## config.mk

```make
export PLATFORM = sky130hd
export DESIGN_NAME = lcd_segment_driver
export DESIGN_NICKNAME = d
export VERILOG_FILES = /design/src/common/lcd_pkg.sv /design/src/hdl/lcd_segment_driver.sv
export SDC_FILE = /design/constraint.sdc
export NUM_CORES = 1
export LEC_CHECK = 0
export BUFFER_PORTS_ARGS = -buffer_cell sky130_fd_sc_hd__buf_2
export CAP_MARGIN = 20
export CELL_PAD_IN_SITES_DETAIL_PLACEMENT = 1
export CELL_PAD_IN_SITES_GLOBAL_PLACEMENT = 2
export CORE_MARGIN = 5
export CORE_UTILIZATION = 40
export DETAILED_ROUTE_END_ITERATION = 10
export GPL_TIMING_DRIVEN = 1
export PLACE_DENSITY_LB_ADDON = 0.1
export SYNTH_ARGS = -nofsm -noshare
export SYNTH_HDL_FRONTEND = slang
export SYNTH_SLANG_ARGS = --single-unit
```

## constraint.sdc

```tcl
create_clock -name sys_clk_i -period 2.9 [get_ports sys_clk_i]
set_clock_uncertainty 0.1 [all_clocks]
set_input_delay 0.435 -clock sys_clk_i [delete_from_list [all_inputs] [get_ports sys_clk_i]]
set_output_delay 0.435 -clock sys_clk_i [all_outputs]
set_load 0.02 [all_outputs]
```

## src/common/lcd_pkg.sv

```systemverilog
// Constants and types shared by the segment display driver
package lcd_pkg;

   // Register offsets
   localparam logic [7:0] CTRL_ADDR    = 8'hf9;
   localparam logic [7:0] CLKCTL_ADDR  = 8'hfa;
   localparam logic [7:0] PTR_ADDR     = 8'hfb;
   localparam logic [7:0] DATA_ADDR    = 8'hfc;
   localparam logic [7:0] SEG_EN_ADDR [4] = '{8'he5, 8'he6, 8'he7, 8'hee};
   localparam logic [7:0] IO_DATA_ADDR [4] = '{8'hd8, 8'hd9, 8'hda, 8'hdb};

   // Writable bits and reset values
   localparam logic [7:0] CTRL_WMASK   = 8'hdf;
   localparam logic [7:0] CLKCTL_WMASK = 8'h37;
   localparam logic [7:0] CTRL_RST     = 8'h00;
   localparam logic [7:0] CLKCTL_RST   = 8'h00;
   localparam logic [7:0] BYTE_RST     = 8'h00;

   // Sizes
   localparam int NUM_BYTES = 32;
   localparam int NUM_SEG   = 32;
   localparam int NUM_BANKS = 4;
   localparam int DATA_W    = 6;
   localparam int PTR_W     = 5;

   // Frame clock prescale and divider
   localparam logic [11:0] SYS_PRESC_MASK = 12'hfff;
   localparam logic [11:0] LS_PRESC_MASK  = 12'h00f;
   localparam logic [2:0]  DIV_MAX_CODE   = 3'h5;

   typedef enum logic [1:0] {
      DUTY_4    = 2'b00,
      DUTY_3    = 2'b01,
      DUTY_6    = 2'b10,
      DUTY_RSVD = 2'b11
   } duty_t;

   typedef enum logic [1:0] {
      SRC_SYS  = 2'b00,
      SRC_XTAL = 2'b01,
      SRC_RCO  = 2'b10,
      SRC_RSVD = 2'b11
   } src_t;

   // Drive level: ground, low tap, high tap, full panel supply
   typedef enum logic [1:0] {
      LVL_GND  = 2'h0,
      LVL_LOW  = 2'h1,
      LVL_HIGH = 2'h2,
      LVL_FULL = 2'h3
   } lvl_t;

   typedef struct packed {
      logic       en;
      logic       trim;
      logic       rsvd;
      logic       bias_half;
      duty_t      duty;
      logic [1:0] ladder;
   } ctrl_t;

   typedef struct packed {
      logic [1:0] rsvd_hi;
      src_t       src;
      logic       rsvd_lo;
      logic [2:0] div;
   } clkctl_t;

   typedef struct packed {
      logic lcd;
      lvl_t level;
   } pin_drive_t;

endpackage : lcd_pkg

```

## src/hdl/lcd_segment_driver.sv

```systemverilog
// Multiplexed segment display driver with register port
//
// Contract
// RULE1: Enable bit set turns the driver on and drives pins from display bytes.
// RULE2: Enable clear returns every common and segment pin to general I/O.
// RULE3: Duty field 00 is 1/4, 01 is 1/3, 10 is 1/6, 11 reserved.
// RULE4: Bias bit 0 selects 1/3 bias, 1 selects 1/2 bias, type A.
// RULE5: Ladder field picks 150k, 300k or 600k; code 11 reserved.
// RULE6: Control bit 6 trims drive supply to full or ninety percent.
// RULE7: Software keeps duty and bias unchanged while driver is enabled.
// RULE8: Frame clock is source over prescale 2^12 or 2^4, then divider.
// RULE9: Low-speed sources keep scanning through power-down.
// RULE10: Commons scan one at a time; 1/3 duty frees common 3.
// RULE11: At 1/6 duty segment pins 0 and 1 become commons 4 and 5.
// RULE12: Display bit 1 darkens a pixel, 0 clears it.
// RULE13: Thirty-two display bytes reached through pointer and data port.
// RULE14: Each byte feeds one segment pin, one bit per common line.
// RULE15: Stored data reach segments with the frame clock, no software help.
// RULE16: Segment enables act only while enabled; only those pins drive. At 1/6 duty segment pins 0 and 1 drive as commons without enables.
// RULE17: Software clears segment enables on pins used for crystal or analog.
// RULE18: Waveforms keep the average pixel voltage at zero.
// RULE19: Software picks source and divider for 30 Hz to 100 Hz frames.
// RULE20: Divider codes 000 to 101 divide by 1 to 32; rest reserved.
// RULE21: Five-bit pointer selects the byte the data port reaches.
// RULE22: Data port write stores six bits into the pointed byte.
// RULE23: Enabled segment pin reads 0 from its I/O data bit; writes still latch.
// RULE24: Sequencer steps one phase per common and flips polarity per frame.
// RULE25: Everything resets to zero: disabled, 1/4 duty, 1/3 bias, 150k.
//
// The plain strobed port was decided locally.
module lcd_segment_driver (
   // Clock and reset
   input  wire logic                                      sys_clk_i,
   input  wire logic                                      rst_i,
   // Register port
   input  wire logic [7:0]                                addr_i,
   input  wire logic [7:0]                                wdata_i,
   input  wire logic                                      wr_i,
   input  wire logic                                      rd_i,
   output logic      [7:0]                                rdata_o,
   // Clock sources and power state
   input  wire logic                                      xtal_clk_i,
   input  wire logic                                      rco_clk_i,
   input  wire logic                                      power_down_i,
   // Panel drive
   output lcd_pkg::pin_drive_t [3:0]                      com_drive_o,
   output lcd_pkg::pin_drive_t [lcd_pkg::NUM_SEG-1:0]     seg_drive_o,
   // Analog controls
   output logic                                           drive_trim_o,
   output logic                                           bias_half_o,
   output logic      [1:0]                                ladder_sel_o,
   // Shared I/O latch
   output logic      [lcd_pkg::NUM_SEG-1:0]               seg_gpio_o
);
   import lcd_pkg::*;

   // Register state
   ctrl_t                 ctrl_ff,   nxt_ctrl;
   clkctl_t               clkc_ff,   nxt_clkc;
   logic [PTR_W-1:0]      ptr_ff,    nxt_ptr;
   logic [NUM_SEG-1:0]    seg_en_ff, nxt_seg_en;
   logic [NUM_SEG-1:0]    io_ff,     nxt_io;
   logic [7:0]            rdata_ff,  nxt_rdata;
   logic [DATA_W-1:0]     mem_ff [NUM_BYTES];
   logic                  mem_we;

   // Timing state
   logic [2:0]            xtal_sync_ff;
   logic [2:0]            rco_sync_ff;
   logic [11:0]           presc_ff,  nxt_presc;
   logic [4:0]            div_ff,    nxt_div;
   logic [2:0]            phase_ff,  nxt_phase;
   logic                  pol_ff,    nxt_pol;
   logic                  presc_step;
   logic                  presc_tick;
   logic                  frame_tick;
   logic [11:0]           presc_mask;
   logic [4:0]            div_mask;
   logic [2:0]            last_phase;

   // Drive state
   pin_drive_t [3:0]         com_ff,  nxt_com;
   pin_drive_t [NUM_SEG-1:0] seg_ff,  nxt_seg;

   function automatic lvl_t com_level(input logic sel, input logic pol);
      if (sel) begin
         com_level = pol ? LVL_GND : LVL_FULL;
      end else begin
         com_level = pol ? LVL_HIGH : LVL_LOW;
      end
   endfunction : com_level

   // Off pixels sit one third away at 1/3 bias, zero away at 1/2 bias
   function automatic lvl_t seg_level(input logic on, input logic pol,
                                      input logic half);
      if (on) begin
         seg_level = pol ? LVL_FULL : LVL_GND;
      end else if (half) begin
         seg_level = pol ? LVL_GND : LVL_FULL;
      end else begin
         seg_level = pol ? LVL_LOW : LVL_HIGH;
      end
   endfunction : seg_level

   // Register writes and reads
   always_comb begin
      nxt_ctrl   = ctrl_ff;
      nxt_clkc   = clkc_ff;
      nxt_ptr    = ptr_ff;
      nxt_seg_en = seg_en_ff;
      nxt_io     = io_ff;
      nxt_rdata  = 8'h00;
      mem_we     = 1'b0;
      if (wr_i) begin
         case (addr_i)
            CTRL_ADDR:   nxt_ctrl = ctrl_t'(wdata_i & CTRL_WMASK); // RULE1
            CLKCTL_ADDR: nxt_clkc = clkctl_t'(wdata_i & CLKCTL_WMASK);
            PTR_ADDR:    nxt_ptr  = wdata_i[PTR_W-1:0]; // RULE21
            DATA_ADDR:   mem_we   = 1'b1; // RULE22
            default:     nxt_ptr  = ptr_ff;
         endcase
         for (int b = 0; b < NUM_BANKS; b++) begin
            if (addr_i == SEG_EN_ADDR[b]) begin
               nxt_seg_en[8*b +: 8] = wdata_i;
            end
            if (addr_i == IO_DATA_ADDR[b]) begin
               nxt_io[8*b +: 8] = wdata_i; // RULE23
            end
         end
      end
      if (rd_i) begin
         case (addr_i)
            CTRL_ADDR:   nxt_rdata = ctrl_ff;
            CLKCTL_ADDR: nxt_rdata = clkc_ff;
            PTR_ADDR:    nxt_rdata = {3'h0, ptr_ff};
            DATA_ADDR:   nxt_rdata = {2'h0, mem_ff[ptr_ff]}; // RULE13
            default:     nxt_rdata = 8'h00;
         endcase
         for (int b = 0; b < NUM_BANKS; b++) begin
            if (addr_i == SEG_EN_ADDR[b]) begin
               nxt_rdata = seg_en_ff[8*b +: 8];
            end
            if (addr_i == IO_DATA_ADDR[b]) begin
               nxt_rdata = io_ff[8*b +: 8]
                           & ~(seg_en_ff[8*b +: 8] & {8{ctrl_ff.en}}); // RULE23
            end
         end
      end
   end

   always_ff @(posedge sys_clk_i) begin
      if (rst_i) begin
         ctrl_ff   <= ctrl_t'(CTRL_RST); // RULE25
         clkc_ff   <= clkctl_t'(CLKCTL_RST);
         ptr_ff    <= '0;
         seg_en_ff <= '0;
         io_ff     <= '0;
         rdata_ff  <= 8'h00;
         for (int i = 0; i < NUM_BYTES; i++) begin
            mem_ff[i] <= BYTE_RST[DATA_W-1:0];
         end
      end else begin
         ctrl_ff   <= nxt_ctrl;
         clkc_ff   <= nxt_clkc;
         ptr_ff    <= nxt_ptr;
         seg_en_ff <= nxt_seg_en;
         io_ff     <= nxt_io;
         rdata_ff  <= nxt_rdata;
         if (mem_we) begin
            mem_ff[ptr_ff] <= wdata_i[DATA_W-1:0]; // RULE22
         end
      end
   end

   // Frame clock: source step, prescale, divider
   always_comb begin
      unique case (clkc_ff.src)
         SRC_SYS:  presc_step = !power_down_i; // RULE9
         SRC_XTAL: presc_step = xtal_sync_ff[1] & ~xtal_sync_ff[2];
         SRC_RCO:  presc_step = rco_sync_ff[1] & ~rco_sync_ff[2];
         SRC_RSVD: presc_step = 1'b0;
      endcase
      presc_mask = (clkc_ff.src == SRC_SYS) ? SYS_PRESC_MASK
                                             : LS_PRESC_MASK; // RULE8
      presc_tick = presc_step && (presc_ff >= presc_mask);
      div_mask   = 5'((6'h01 << clkc_ff.div) - 6'h01); // RULE20
      frame_tick = presc_tick && (clkc_ff.div <= DIV_MAX_CODE)
                   && (div_ff >= div_mask); // RULE8
      nxt_presc  = presc_ff;
      nxt_div    = div_ff;
      if (!ctrl_ff.en) begin
         nxt_presc = '0;
         nxt_div   = '0;
      end else if (presc_step) begin
         nxt_presc = presc_tick ? 12'h000 : presc_ff + 12'h001;
         if (presc_tick) begin
            nxt_div = frame_tick ? 5'h00 : div_ff + 5'h01;
         end
      end
   end

   // Common sequencer
   always_comb begin
      unique case (ctrl_ff.duty)
         DUTY_3:  last_phase = 3'h2; // RULE10
         DUTY_6:  last_phase = 3'h5; // RULE3
         default: last_phase = 3'h3;
      endcase
      nxt_phase = phase_ff;
      nxt_pol   = pol_ff;
      if (!ctrl_ff.en) begin
         nxt_phase = 3'h0;
         nxt_pol   = 1'b0;
      end else if (frame_tick) begin
         if (phase_ff >= last_phase) begin
            nxt_phase = 3'h0;
            nxt_pol   = ~pol_ff; // RULE24
         end else begin
            nxt_phase = phase_ff + 3'h1; // RULE24
         end
      end
   end

   always_ff @(posedge sys_clk_i) begin
      if (rst_i) begin
         xtal_sync_ff <= 3'h0;
         rco_sync_ff  <= 3'h0;
         presc_ff     <= 12'h000;
         div_ff       <= 5'h00;
         phase_ff     <= 3'h0;
         pol_ff       <= 1'b0;
      end else begin
         xtal_sync_ff <= {xtal_sync_ff[1:0], xtal_clk_i};
         rco_sync_ff  <= {rco_sync_ff[1:0], rco_clk_i};
         presc_ff     <= nxt_presc;
         div_ff       <= nxt_div;
         phase_ff     <= nxt_phase;
         pol_ff       <= nxt_pol;
      end
   end

   // Common pin drive
   always_comb begin
      for (int c = 0; c < 4; c++) begin
         nxt_com[c].lcd = ctrl_ff.en
                          && !(ctrl_ff.duty == DUTY_3 && c == 3); // RULE10
         nxt_com[c].level = nxt_com[c].lcd
                            ? com_level(phase_ff == 3'(c), pol_ff)
                            : LVL_GND; // RULE18
      end
   end

   // Segment pin drive, one byte per pin
   for (genvar s = 0; s < NUM_SEG; s++) begin : g_seg
      logic on_bit;
      logic as_com;
      assign on_bit = mem_ff[s][phase_ff]; // RULE14 RULE12
      if (s < 2) begin : g_shared
         assign as_com = (ctrl_ff.duty == DUTY_6); // RULE11
      end else begin : g_plain
         assign as_com = 1'b0;
      end
      always_comb begin
         if (!ctrl_ff.en) begin
            nxt_seg[s] = '{lcd: 1'b0, level: LVL_GND}; // RULE2
         end else if (as_com) begin
            nxt_seg[s] = '{lcd: 1'b1,
                           level: com_level(phase_ff == 3'(s + 4),
                                            pol_ff)}; // RULE11
         end else if (seg_en_ff[s]) begin
            nxt_seg[s] = '{lcd: 1'b1,
                           level: seg_level(on_bit, pol_ff,
                                            ctrl_ff.bias_half)}; // RULE15
         end else begin
            nxt_seg[s] = '{lcd: 1'b0, level: LVL_GND}; // RULE16
         end
      end
   end

   always_ff @(posedge sys_clk_i) begin
      if (rst_i) begin
         com_ff <= '0;
         seg_ff <= '0;
      end else begin
         com_ff <= nxt_com; // RULE1
         seg_ff <= nxt_seg;
      end
   end

   assign com_drive_o  = com_ff;
   assign seg_drive_o  = seg_ff;
   assign rdata_o      = rdata_ff;
   assign seg_gpio_o   = io_ff;
   assign drive_trim_o = ctrl_ff.trim; // RULE6
   assign bias_half_o  = ctrl_ff.bias_half; // RULE4
   assign ladder_sel_o = ctrl_ff.ladder; // RULE5
endmodule : lcd_segment_driver
```

==> flow_metrics.env, run 1 <==
export IMPL_outcome="completed"
export IMPL_clk_latency_ps=590
export IMPL_ios=175
export IMPL_seq_area_sq_um=10320
export IMPL_drive_above_1_share_pct=26.02
export IMPL_final_nets=2077
export IMPL_cts_tree="done"
export IMPL_power_per_cell_area_nw_per_um2=556.3
export IMPL_dpl_hpwl_um=50110
export IMPL_coreArea_sq_um=50380
export IMPL_rsz0062_at_grt="no"
export IMPL_fp_dieW_um=236.1
export IMPL_yosys_warnings=0
export IMPL_routabilityCongestion=0.8632
export IMPL_crit_required_ps=3310
export IMPL_slew_headroom_pct=43.96
export IMPL_yosysMostFrequentCell="dfxtp_1"
export IMPL_cp_top_family="simple AND/OR/NAND/NOR gates"
export IMPL_fin_crit_ps=2746
export IMPL_finalHoldViolCount=0
export IMPL_crit_arrival_ps=3160
export IMPL_hp_class="input port to flop"
export IMPL_tightest_slew_ps=838.8
export IMPL_post_route_util_pct=47.89
export IMPL_fmax_mhz=364.2
export IMPL_critPathMaxFanout=13
export IMPL_min_from="wdata_i[6]"
export IMPL_clkSinkCount=419
export IMPL_cap_violations=0
export IMPL_critPathBufInv=1
export IMPL_slew_viol_final=0
export IMPL_synth_async_reset_ratio_pct=0
export IMPL_syn_cell_area_sq_um=20440
export IMPL_ys_types=75
export IMPL_power_leakage_nw=10.01
export IMPL_die_y_um=236.1
export IMPL_slowest_stage="a2111oi_0"
export IMPL_cts_htree_levels=2
export IMPL_path_depth=8
export IMPL_synth_nets=1893
export IMPL_start_util_pct=40.57
export IMPL_synth_area_leaders="edfxtp_1, dfxtp_1, mux4_2, mux2i_1, and2_1"
export IMPL_synth_seq_cells=419
export IMPL_synth_edf_count=192
export IMPL_drt_wirelength_per_cell_um=25.72
export IMPL_dieArea_sq_um=55720
export IMPL_crit_type="flop to flop"
export IMPL_ant_nets=0
export IMPL_grt_pass1_wl_um=104000
export IMPL_hold_depth=3
export IMPL_viasPerCell=5.638
export IMPL_worstSetupStartpointType="flop"
export IMPL_drcViolationCount=0
export IMPL_synth_top_cell_by_area="edfxtp_1"
export IMPL_first_iter_violations=1124
export IMPL_path_cells="or2_2 -> ha_1 -> a2111oi_0 -> a31o_2 -> a21boi_1 -> buf_4 -> nand2b_1 -> nor2_1"
export IMPL_routed_wl_um=70180
export IMPL_reg2reg_depth=8
export IMPL_clockRootBuffer="clkbuf_16"
export IMPL_row_count=82
export IMPL_critPathCaptureType="flop"
export IMPL_drtPass1Iterations=5
export IMPL_syn_mean_instance_area_sq_um=11.14
export IMPL_synthTopCellsByCount="dfxtp_1, edfxtp_1, nor2_1, nand2_1, mux2i_1"
export IMPL_num_fill_cells=5446
export IMPL_numCtsBuffers=48
export IMPL_ir_worst_vdd_v=0.0003621
export IMPL_area_growth_pct=18.03
export IMPL_slowest_delay_ps=510
export IMPL_vias=15390
export IMPL_netlist_instances=1834
export IMPL_numPortBuffers=174
export IMPL_reg2reg_from="clkc_ff[4]$_SDFFE_PP0P_"
export IMPL_path_clk_slew_ps=60
export IMPL_multi_input_comb_area_sq_um=9241
export IMPL_clockBufferDepth=3
export IMPL_grt_pass1_vias=15920
export IMPL_setup_viol_count_final=0
export IMPL_overflow=0
export IMPL_synth_seq_area_share_pct=50.44
export IMPL_grt_max_degree=68
export IMPL_synth_top_area_share_pct=28.21
export IMPL_fin_tns_setup_ps=0
export IMPL_grt_usage_pct=24.30
export IMPL_synthFlopType="dfxtp_1"
export IMPL_antenna_found_initial=2
export IMPL_cp_startpoint="clkc_ff[4]$_SDFFE_PP0P_"
export IMPL_min_period_over_period_pct=94.69
metrics by stage:
stage | area (sq um) | hold slack (ps) | power, W | std cells | setup slack (ps)
after floorplan | 20440 | 313.8 | 0.006732 | 1834 | 397.5
after global placement | 22390 | 323.5 | 0.006972 | 2638 | 255.1
after detailed placement | 22390 | 325.8 | 0.006984 | 2638 | 171.3
after CTS | 24120 | 109.3 | 0.01354 | 2728 | 87.62
after global routing | 24120 | 144.9 | 0.01384 | 2728 | 9.078
final | 24120 | 143.4 | 0.01342 | 2729 | 153.9
kinds of logic (layout without fill, tap and decap cells):
family          count (synthesis)  after routing  synth area share [%]
fa+ha+maj                      36             36                 2.204
buf+inv                       199            421                 4.426
compound gates                238            238                 8.362
mux                           238            238                 16.61
simple gates                  691            691                 17.40
xor+xnor                       13             13                0.5571
flops                         419            419                 50.44
other cells                     0              1                     0
power by group:
group	total, W	internal [W]	switching [W]	leakage, nW
combinational	0.000523	0.000183	0.000339	5.37
sequential	0.00634	0.00627	0.0000700	3.80
clock	0.00656	0.00398	0.00258	0.835
registers in the layout (all words and copies together) (netlist names), named ones only:
register / count
drive_trim_o: 1
presc_ff: 12
pol_ff: 1
phase_ff: 3
bias_half_o: 1
ladder_sel_o: 2
xtal_sync_ff: 3
com_drive_o: 10
ptr_ff: 5
rco_sync_ff: 3
rdata_o: 8
seg_en_ff: 32
div_ff: 5
clkc_ff: 5
seg_gpio_o: 32
ctrl_ff: 3
mem_ff: 192
seg_drive_o: 96
layer usage:
layer / wire (um) / vias up / global-route usage, %
met4: 1819 / 0 / 6.633
li1: - / 7000 / -
met2: 34430 / 393 / 41.67
met3: 3621 / 113 / 4.135
met5: 0 / - / 0
met1: 30310 / 7879 / 31.96
area by class of cell:
class | instances | area share, %
antenna | 1 | 0.01037
inverter | 48 | 0.7468
tap | 672 | 3.485
timing repair buffer | 285 | 7.614
clock inverter | 22 | 1.151
clock buffer | 66 | 5.913
sequential | 419 | 42.77
multi-input combinational | 1216 | 38.31
placed cells by master, fill, tap and decap left out, types with 12 or more instances in the layout:
| cell | netlist | layout |
|---|---|---|
| dfxtp_1 | 227 | 222 |
| edfxtp_1 | 192 | 192 |
| buf_2 | 33 | 173 |
| nor2_1 | 158 | 157 |
| nand2_1 | 145 | 145 |
| mux2i_1 | 122 | 122 |
| and2_1 | 113 | 113 |
| and3_1 | 103 | 103 |
| buf_4 | 14 | 100 |
| mux4_2 | 77 | 77 |
| nand3_1 | 54 | 54 |
| clkbuf_16 | 0 | 53 |
| a21oi_1 | 53 | 52 |
| inv_1 | 46 | 46 |
| mux2_2 | 39 | 39 |
| ha_1 | 36 | 36 |
| a22oi_1 | 28 | 28 |
| o21ai_0 | 26 | 26 |
| a21o_1 | 23 | 23 |
| or2_2 | 19 | 19 |
| nor2b_1 | 19 | 19 |
| nand2b_1 | 14 | 14 |
| a22oi_2 | 14 | 14 |
| nor3_1 | 13 | 13 |
| a21boi_0 | 12 | 12 |
repair_timing:
item / 4_1_cts / 5_1_grt
buffers inserted: 0 / 0
resized for setup: 0 / 1
setup endpoints to repair: 0 / 1
endpoints found under the hold margin: 2 / 0
hold buffers: 2 / 0
worst reg2reg max path: cells and delay by family (launching register included):
family,cells,cell delay [ps]
simple gates,3,940
fa+ha+maj,1,340
compound gates,3,810
buf+inv,1,170
flops,1,310
final timing paths:
path	end	slack (ps)
worst max-delay path	presc_ff[5]$_SDFFE_PP0P_	150
worst min-delay path	seg_gpio_o[14]$_SDFFE_PP0P_	140
worst max register to register	presc_ff[5]$_SDFFE_PP0P_	150
worst min register to register	xtal_sync_ff[1]$_SDFF_PP0_	330
Power figures use the tool's default switching activity.
==> inputs of run 2 (changes only) <==
- CORE_ASPECT_RATIO: not set -> 0.9
==> flow_metrics.env, run 2 (synthesis gave the netlist of run 1 again) <==
export IMPL_slew_headroom_pct=38.32
export IMPL_crit_required_ps=3260
export IMPL_regMostFlops="mem_ff"
export IMPL_largest_reg_flops=192
export IMPL_dieArea_sq_um=55730
export IMPL_power_leakage_nw=9.949
export IMPL_finalHoldViolCount=0
export IMPL_grt_pass1_vias=15940
export IMPL_reg2reg_depth=10
export IMPL_slew_viol_final=0
export IMPL_dpl_hpwl_um=51150
export IMPL_crit_type="flop to flop"
export IMPL_drive_above_1_share_pct=25.69
export IMPL_tightest_slew_ps=925.2
export IMPL_wl_met2_um=33930
export IMPL_clockRootBuffer="clkbuf_16"
export IMPL_outcome="completed"
export IMPL_overflow=0
export IMPL_path_clk_slew_ps=60
export IMPL_numPortBuffers=174
export IMPL_setup_viol_count_final=0
export IMPL_crit_arrival_ps=3110
export IMPL_cts_tree="done"
export IMPL_met1_length_um=32300
export IMPL_antenna_found_initial=2
export IMPL_fp_dieW_um=248.3
export IMPL_cts_htree_levels=2
export IMPL_cts_setup_buffers=0
export IMPL_cp_startpoint="clkc_ff[1]$_SDFFE_PP0P_"
export IMPL_viasPerCell=5.696
export IMPL_clockBufferDepth=3
export IMPL_slowest_stage="or3_1"
export IMPL_ant_nets=0
export IMPL_cp_top_family="simple AND/OR/NAND/NOR gates"
export IMPL_area_growth_pct=17.40
export IMPL_final_nets=2074
export IMPL_die_y_um=224.5
export IMPL_drtPass1Iterations=5
export IMPL_diodes=0
export IMPL_fmax_mhz=364.6
export IMPL_route_met3_wl_um=3770
export IMPL_final_common_cell="dfxtp_1"
export IMPL_dr_max_layer_used="met4"
export IMPL_numCtsBuffers=46
export IMPL_layout_common_cells="dfxtp_1, edfxtp_1, buf_2, nor2_1, nand2_1"
export IMPL_critPathMaxFanout=7
export IMPL_vias=15560
export IMPL_reg2reg_slack_ps=160
export IMPL_first_iter_violations=1276
export IMPL_slowest_delay_ps=420
export IMPL_endpoint="phase_ff[2]$_SDFFE_PP0P_"
export IMPL_cap_violations=0
export IMPL_rsz0062_at_grt="no"
export IMPL_critPathBufInv=0
export IMPL_ir_worst_vdd_v=0.0004119
export IMPL_fin_crit_ps=2743
export IMPL_min_period_over_period_pct=94.58
export IMPL_power_per_cell_area_nw_per_um2=540.6
export IMPL_path_cells="or3_1 -> ha_1 -> nor3_1 -> a21o_1 -> a21oi_1 -> ha_1 -> and3_1 -> a21o_1 -> and4b_1 -> a31o_2"
export IMPL_critPathCaptureType="flop"
export IMPL_num_fill_cells=5450
export IMPL_drcViolationCount=0
export IMPL_reg2reg_from="clkc_ff[1]$_SDFFE_PP0P_"
export IMPL_row_count=78
export IMPL_fin_tns_setup_ps=0
export IMPL_routabilityCongestion=0.8602
export IMPL_worstSetupStartpointType="flop"
export IMPL_coreArea_sq_um=50460
export IMPL_r2r_end="phase_ff[2]$_SDFFE_PP0P_"
export IMPL_ios=175
export IMPL_hp_class="input port to flop"
export IMPL_routed_wl_um=71210
export IMPL_grt_usage_pct=25.02
export IMPL_post_route_util_pct=47.56
export IMPL_grt_max_degree=68
export IMPL_drt_wirelength_per_cell_um=26.07
export IMPL_grt_pass1_wl_um=105600
export IMPL_start_util_pct=40.51
export IMPL_path_depth=10
export IMPL_min_from="wdata_i[6]"
export IMPL_clkSinkCount=419
export IMPL_clk_latency_ps=580
-- run 2: cell type report --
type	count	area [sq um]	share of cell area (%)
timing repair buffer	284	1842	7.675
clock buffer	70	1418	5.907
sequential	419	10320	43.00
clock inverter	14	151.4	0.6309
inverter	48	180.2	0.7508
multi-input combinational	1216	9236	38.49
tap	680	850.8	3.546
-- run 2: tightest hold or removal path, delay by kind of cell --
| family | cells | cell delay [ps] |
|---|---|---|
| simple gates | 1 | 90 |
| buf+inv | 1 | 180 |
| compound gates | 1 | 60 |
-- run 2: through the flow --
stage	std cells	instance area [sq um]	hold WS, ps	setup WS, ps	total power, W
floorplan	1834	20440	313.8	397.5	0.006732
global placement	2645	22400	327.7	217.6	0.006984
detailed placement	2645	22400	327.4	171.4	0.006995
CTS	2731	23990	111.1	174.9	0.01310
global route	2731	24000	137.9	30.57	0.01335
finish	2731	24000	132.7	157.2	0.01297
-- run 2: routing by layer --
metal / vias up / track usage [%]
li1: 6985 / -
met4: 0 / 4.947
met5: - / 0
met1: 8046 / 35.75
met3: 84 / 3.375
met2: 442 / 41.25
-- run 2: timing repair --
action                                 CTS  global route
setup endpoints to repair                0             1
endpoints found under the hold margin    2             0
gates resized for setup                  0             1
hold buffers                             2             0
-- run 2: worst min-delay path by stage --
stage / end / slack, ps / cells after the start
after floorplan: rco_sync_ff[1]$_SDFF_PP0_ / 310 / 1
after global placement: rco_sync_ff[1]$_SDFF_PP0_ / 330 / 1
after detailed placement: rco_sync_ff[1]$_SDFF_PP0_ / 330 / 1
after CTS: seg_gpio_o[15]$_SDFFE_PP0P_ / 110 / 3
after global routing: seg_en_ff[30]$_SDFFE_PP0P_ / 140 / 3
final: seg_gpio_o[22]$_SDFFE_PP0P_ / 130 / 3
-- run 2: power breakdown --
group	switching (W)	internal (W)	total [W]
Clock	0.00246	0.00364	0.00610
Sequential	0.0000767	0.00627	0.00634
Combinational	0.000343	0.000187	0.000530
==> inputs of run 3 (changes only) <==
==> constraint.sdc (replaced) <==
create_clock -name sys_clk_i -period 2.9 [get_ports sys_clk_i]
set_clock_uncertainty 0.1 [all_clocks]
set_input_delay 0.145 -clock sys_clk_i [delete_from_list [all_inputs] [get_ports sys_clk_i]]
set_output_delay 0.145 -clock sys_clk_i [all_outputs]
set_load 0.02 [all_outputs]
==> flow_metrics.env, run 3 (synthesis gave the netlist of run 1 again) <==
export IMPL_row_count=78
export IMPL_cap_violations=0
export IMPL_tightest_slew_ps=904.5
export IMPL_ir_worst_vdd_v=0.0003933
export IMPL_drt_wirelength_per_cell_um=26.41
export IMPL_antenna_found_initial=1
export IMPL_slew_viol_final=0
export IMPL_crit_arrival_ps=3110
export IMPL_outcome="completed"
export IMPL_overflow=0
export IMPL_area_growth_pct=17.86
export IMPL_drtPass1Iterations=5
export IMPL_grt_pass1_wl_um=105600
export IMPL_power_leakage_nw=9.978
export IMPL_largest_reg_flops=192
export IMPL_layout_common_cells="dfxtp_1, edfxtp_1, buf_2, nor2_1, nand2_1"
export IMPL_ios=175
export IMPL_dpl_hpwl_um=52170
export IMPL_num_fill_cells=5393
export IMPL_clkSinkCount=419
export IMPL_vias=15540
export IMPL_viasPerCell=5.684
export IMPL_clk_latency_ps=590
export IMPL_diodes=0
export IMPL_power_per_cell_area_nw_per_um2=553.3
export IMPL_finalHoldViolCount=0
export IMPL_grt_max_degree=68
export IMPL_clockBufferDepth=3
export IMPL_cts_htree_levels=2
export IMPL_routabilityCongestion=0.8753
export IMPL_critPathMaxFanout=7
export IMPL_coreArea_sq_um=50460
export IMPL_die_y_um=224.5
export IMPL_worstSetupStartpointType="flop"
export IMPL_cts_tree="done"
export IMPL_regMostFlops="mem_ff"
export IMPL_final_common_cell="dfxtp_1"
export IMPL_fp_dieW_um=248.3
export IMPL_crit_required_ps=3290
export IMPL_clockRootBuffer="clkbuf_16"
export IMPL_numPortBuffers=174
export IMPL_min_period_over_period_pct=93.93
export IMPL_drcViolationCount=0
export IMPL_path_clk_slew_ps=60
export IMPL_dieArea_sq_um=55730
export IMPL_fmax_mhz=367.1
export IMPL_grt_pass1_vias=15930
export IMPL_routed_wl_um=72190
export IMPL_ant_nets=0
export IMPL_setup_viol_count_final=0
export IMPL_fin_tns_setup_ps=0
export IMPL_grt_usage_pct=25.30
export IMPL_crit_type="flop to flop"
export IMPL_fin_crit_ps=2724
export IMPL_rsz0062_at_grt="no"
export IMPL_post_route_util_pct=47.75
export IMPL_cts_setup_buffers=0
export IMPL_hp_class="input port to flop"
export IMPL_start_util_pct=40.51
export IMPL_first_iter_violations=1238
export IMPL_critPathCaptureType="flop"
export IMPL_slew_headroom_pct=39.70
export IMPL_final_nets=2074
export IMPL_drive_above_1_share_pct=25.61
export IMPL_numCtsBuffers=47
export IMPL_hold_ws_ps=70.68
-- run 3: cell count changes in the layout (fill, tap and decap cells not counted), sizes merged --
cell	before	now
clkinv	9	15
dlygate4sd3	2	10
bufinv	3	5
inv	50	49
clkinvlp	0	1
buf	282	273
clkbuf	70	66
-- run 3: per-stage QoR --
stage / area, sq um / std cells / setup WS, ps / power (W)
after floorplan: 20440 / 1834 / 397.5 / 0.006732
after global placement: 22300 / 2636 / 251.8 / 0.006979
after detailed placement: 22300 / 2636 / 178.5 / 0.006993
after CTS: 24080 / 2734 / 138.4 / 0.01346
after global routing: 24090 / 2734 / 34.61 / 0.01372
final: 24090 / 2734 / 175.9 / 0.01333
-- run 3: what timing repair did --
action	CTS	global route
hold buffers	10	0
setup endpoints to repair	0	3
endpoints found under the hold margin	47	0
gates resized for setup	0	2
-- run 3: cell type report --
cell class	instances	area, sq um	share of cell area, %
Clock buffer	66	1424	5.910
Tap cell	680	850.8	3.532
Clock inverter	22	259.0	1.075
Multi-Input combinational cell	1216	9241	38.36
Timing Repair Buffer	283	1817	7.541
Inverter	48	180.2	0.7479
Sequential cell	419	10320	42.83
-- run 3: routing by layer --
layer	wire length (um)	GRT usage [%]	part of all wire (%)
met4	1833	6.834	2.5
met3	4002	3.969	5.5
met5	0	0	0
met1	32530	35.77	45
met2	33830	40.84	47
-- run 3: worst max-delay path: stages, from the launching register on --
cell and delay (ps):
dfxtp_1 360, or3_1 400, ha_1 260, nor3_2 130, a21o_1 110, a21oi_1 70
ha_1 320, and3_1 200, a21o_1 240, and4_1 210, a31o_2 210
-- run 3: worst paths after layout --
kind              slack (ps)                       from  depth (start not counted)                          to
setup reg to reg         180    clkc_ff[2]$_SDFFE_PP0P_                         10    phase_ff[0]$_SDFFE_PP0P_
hold reg to reg          350  rco_sync_ff[0]$_SDFF_PP0_                          1   rco_sync_ff[1]$_SDFF_PP0_
setup / recovery         180    clkc_ff[2]$_SDFFE_PP0P_                         10    phase_ff[0]$_SDFFE_PP0P_
hold / removal            70                 wdata_i[0]                          3  seg_gpio_o[8]$_SDFFE_PP0P_
-- run 3: report_power, final --
group / switching [W] / leakage [nW] / internal (W) / total [W]
clock: 0.00256 / 0.833 / 0.00388 / 0.00645
combinational: 0.000350 / 5.34 / 0.000189 / 0.000540
sequential: 0.0000751 / 3.80 / 0.00627 / 0.00634
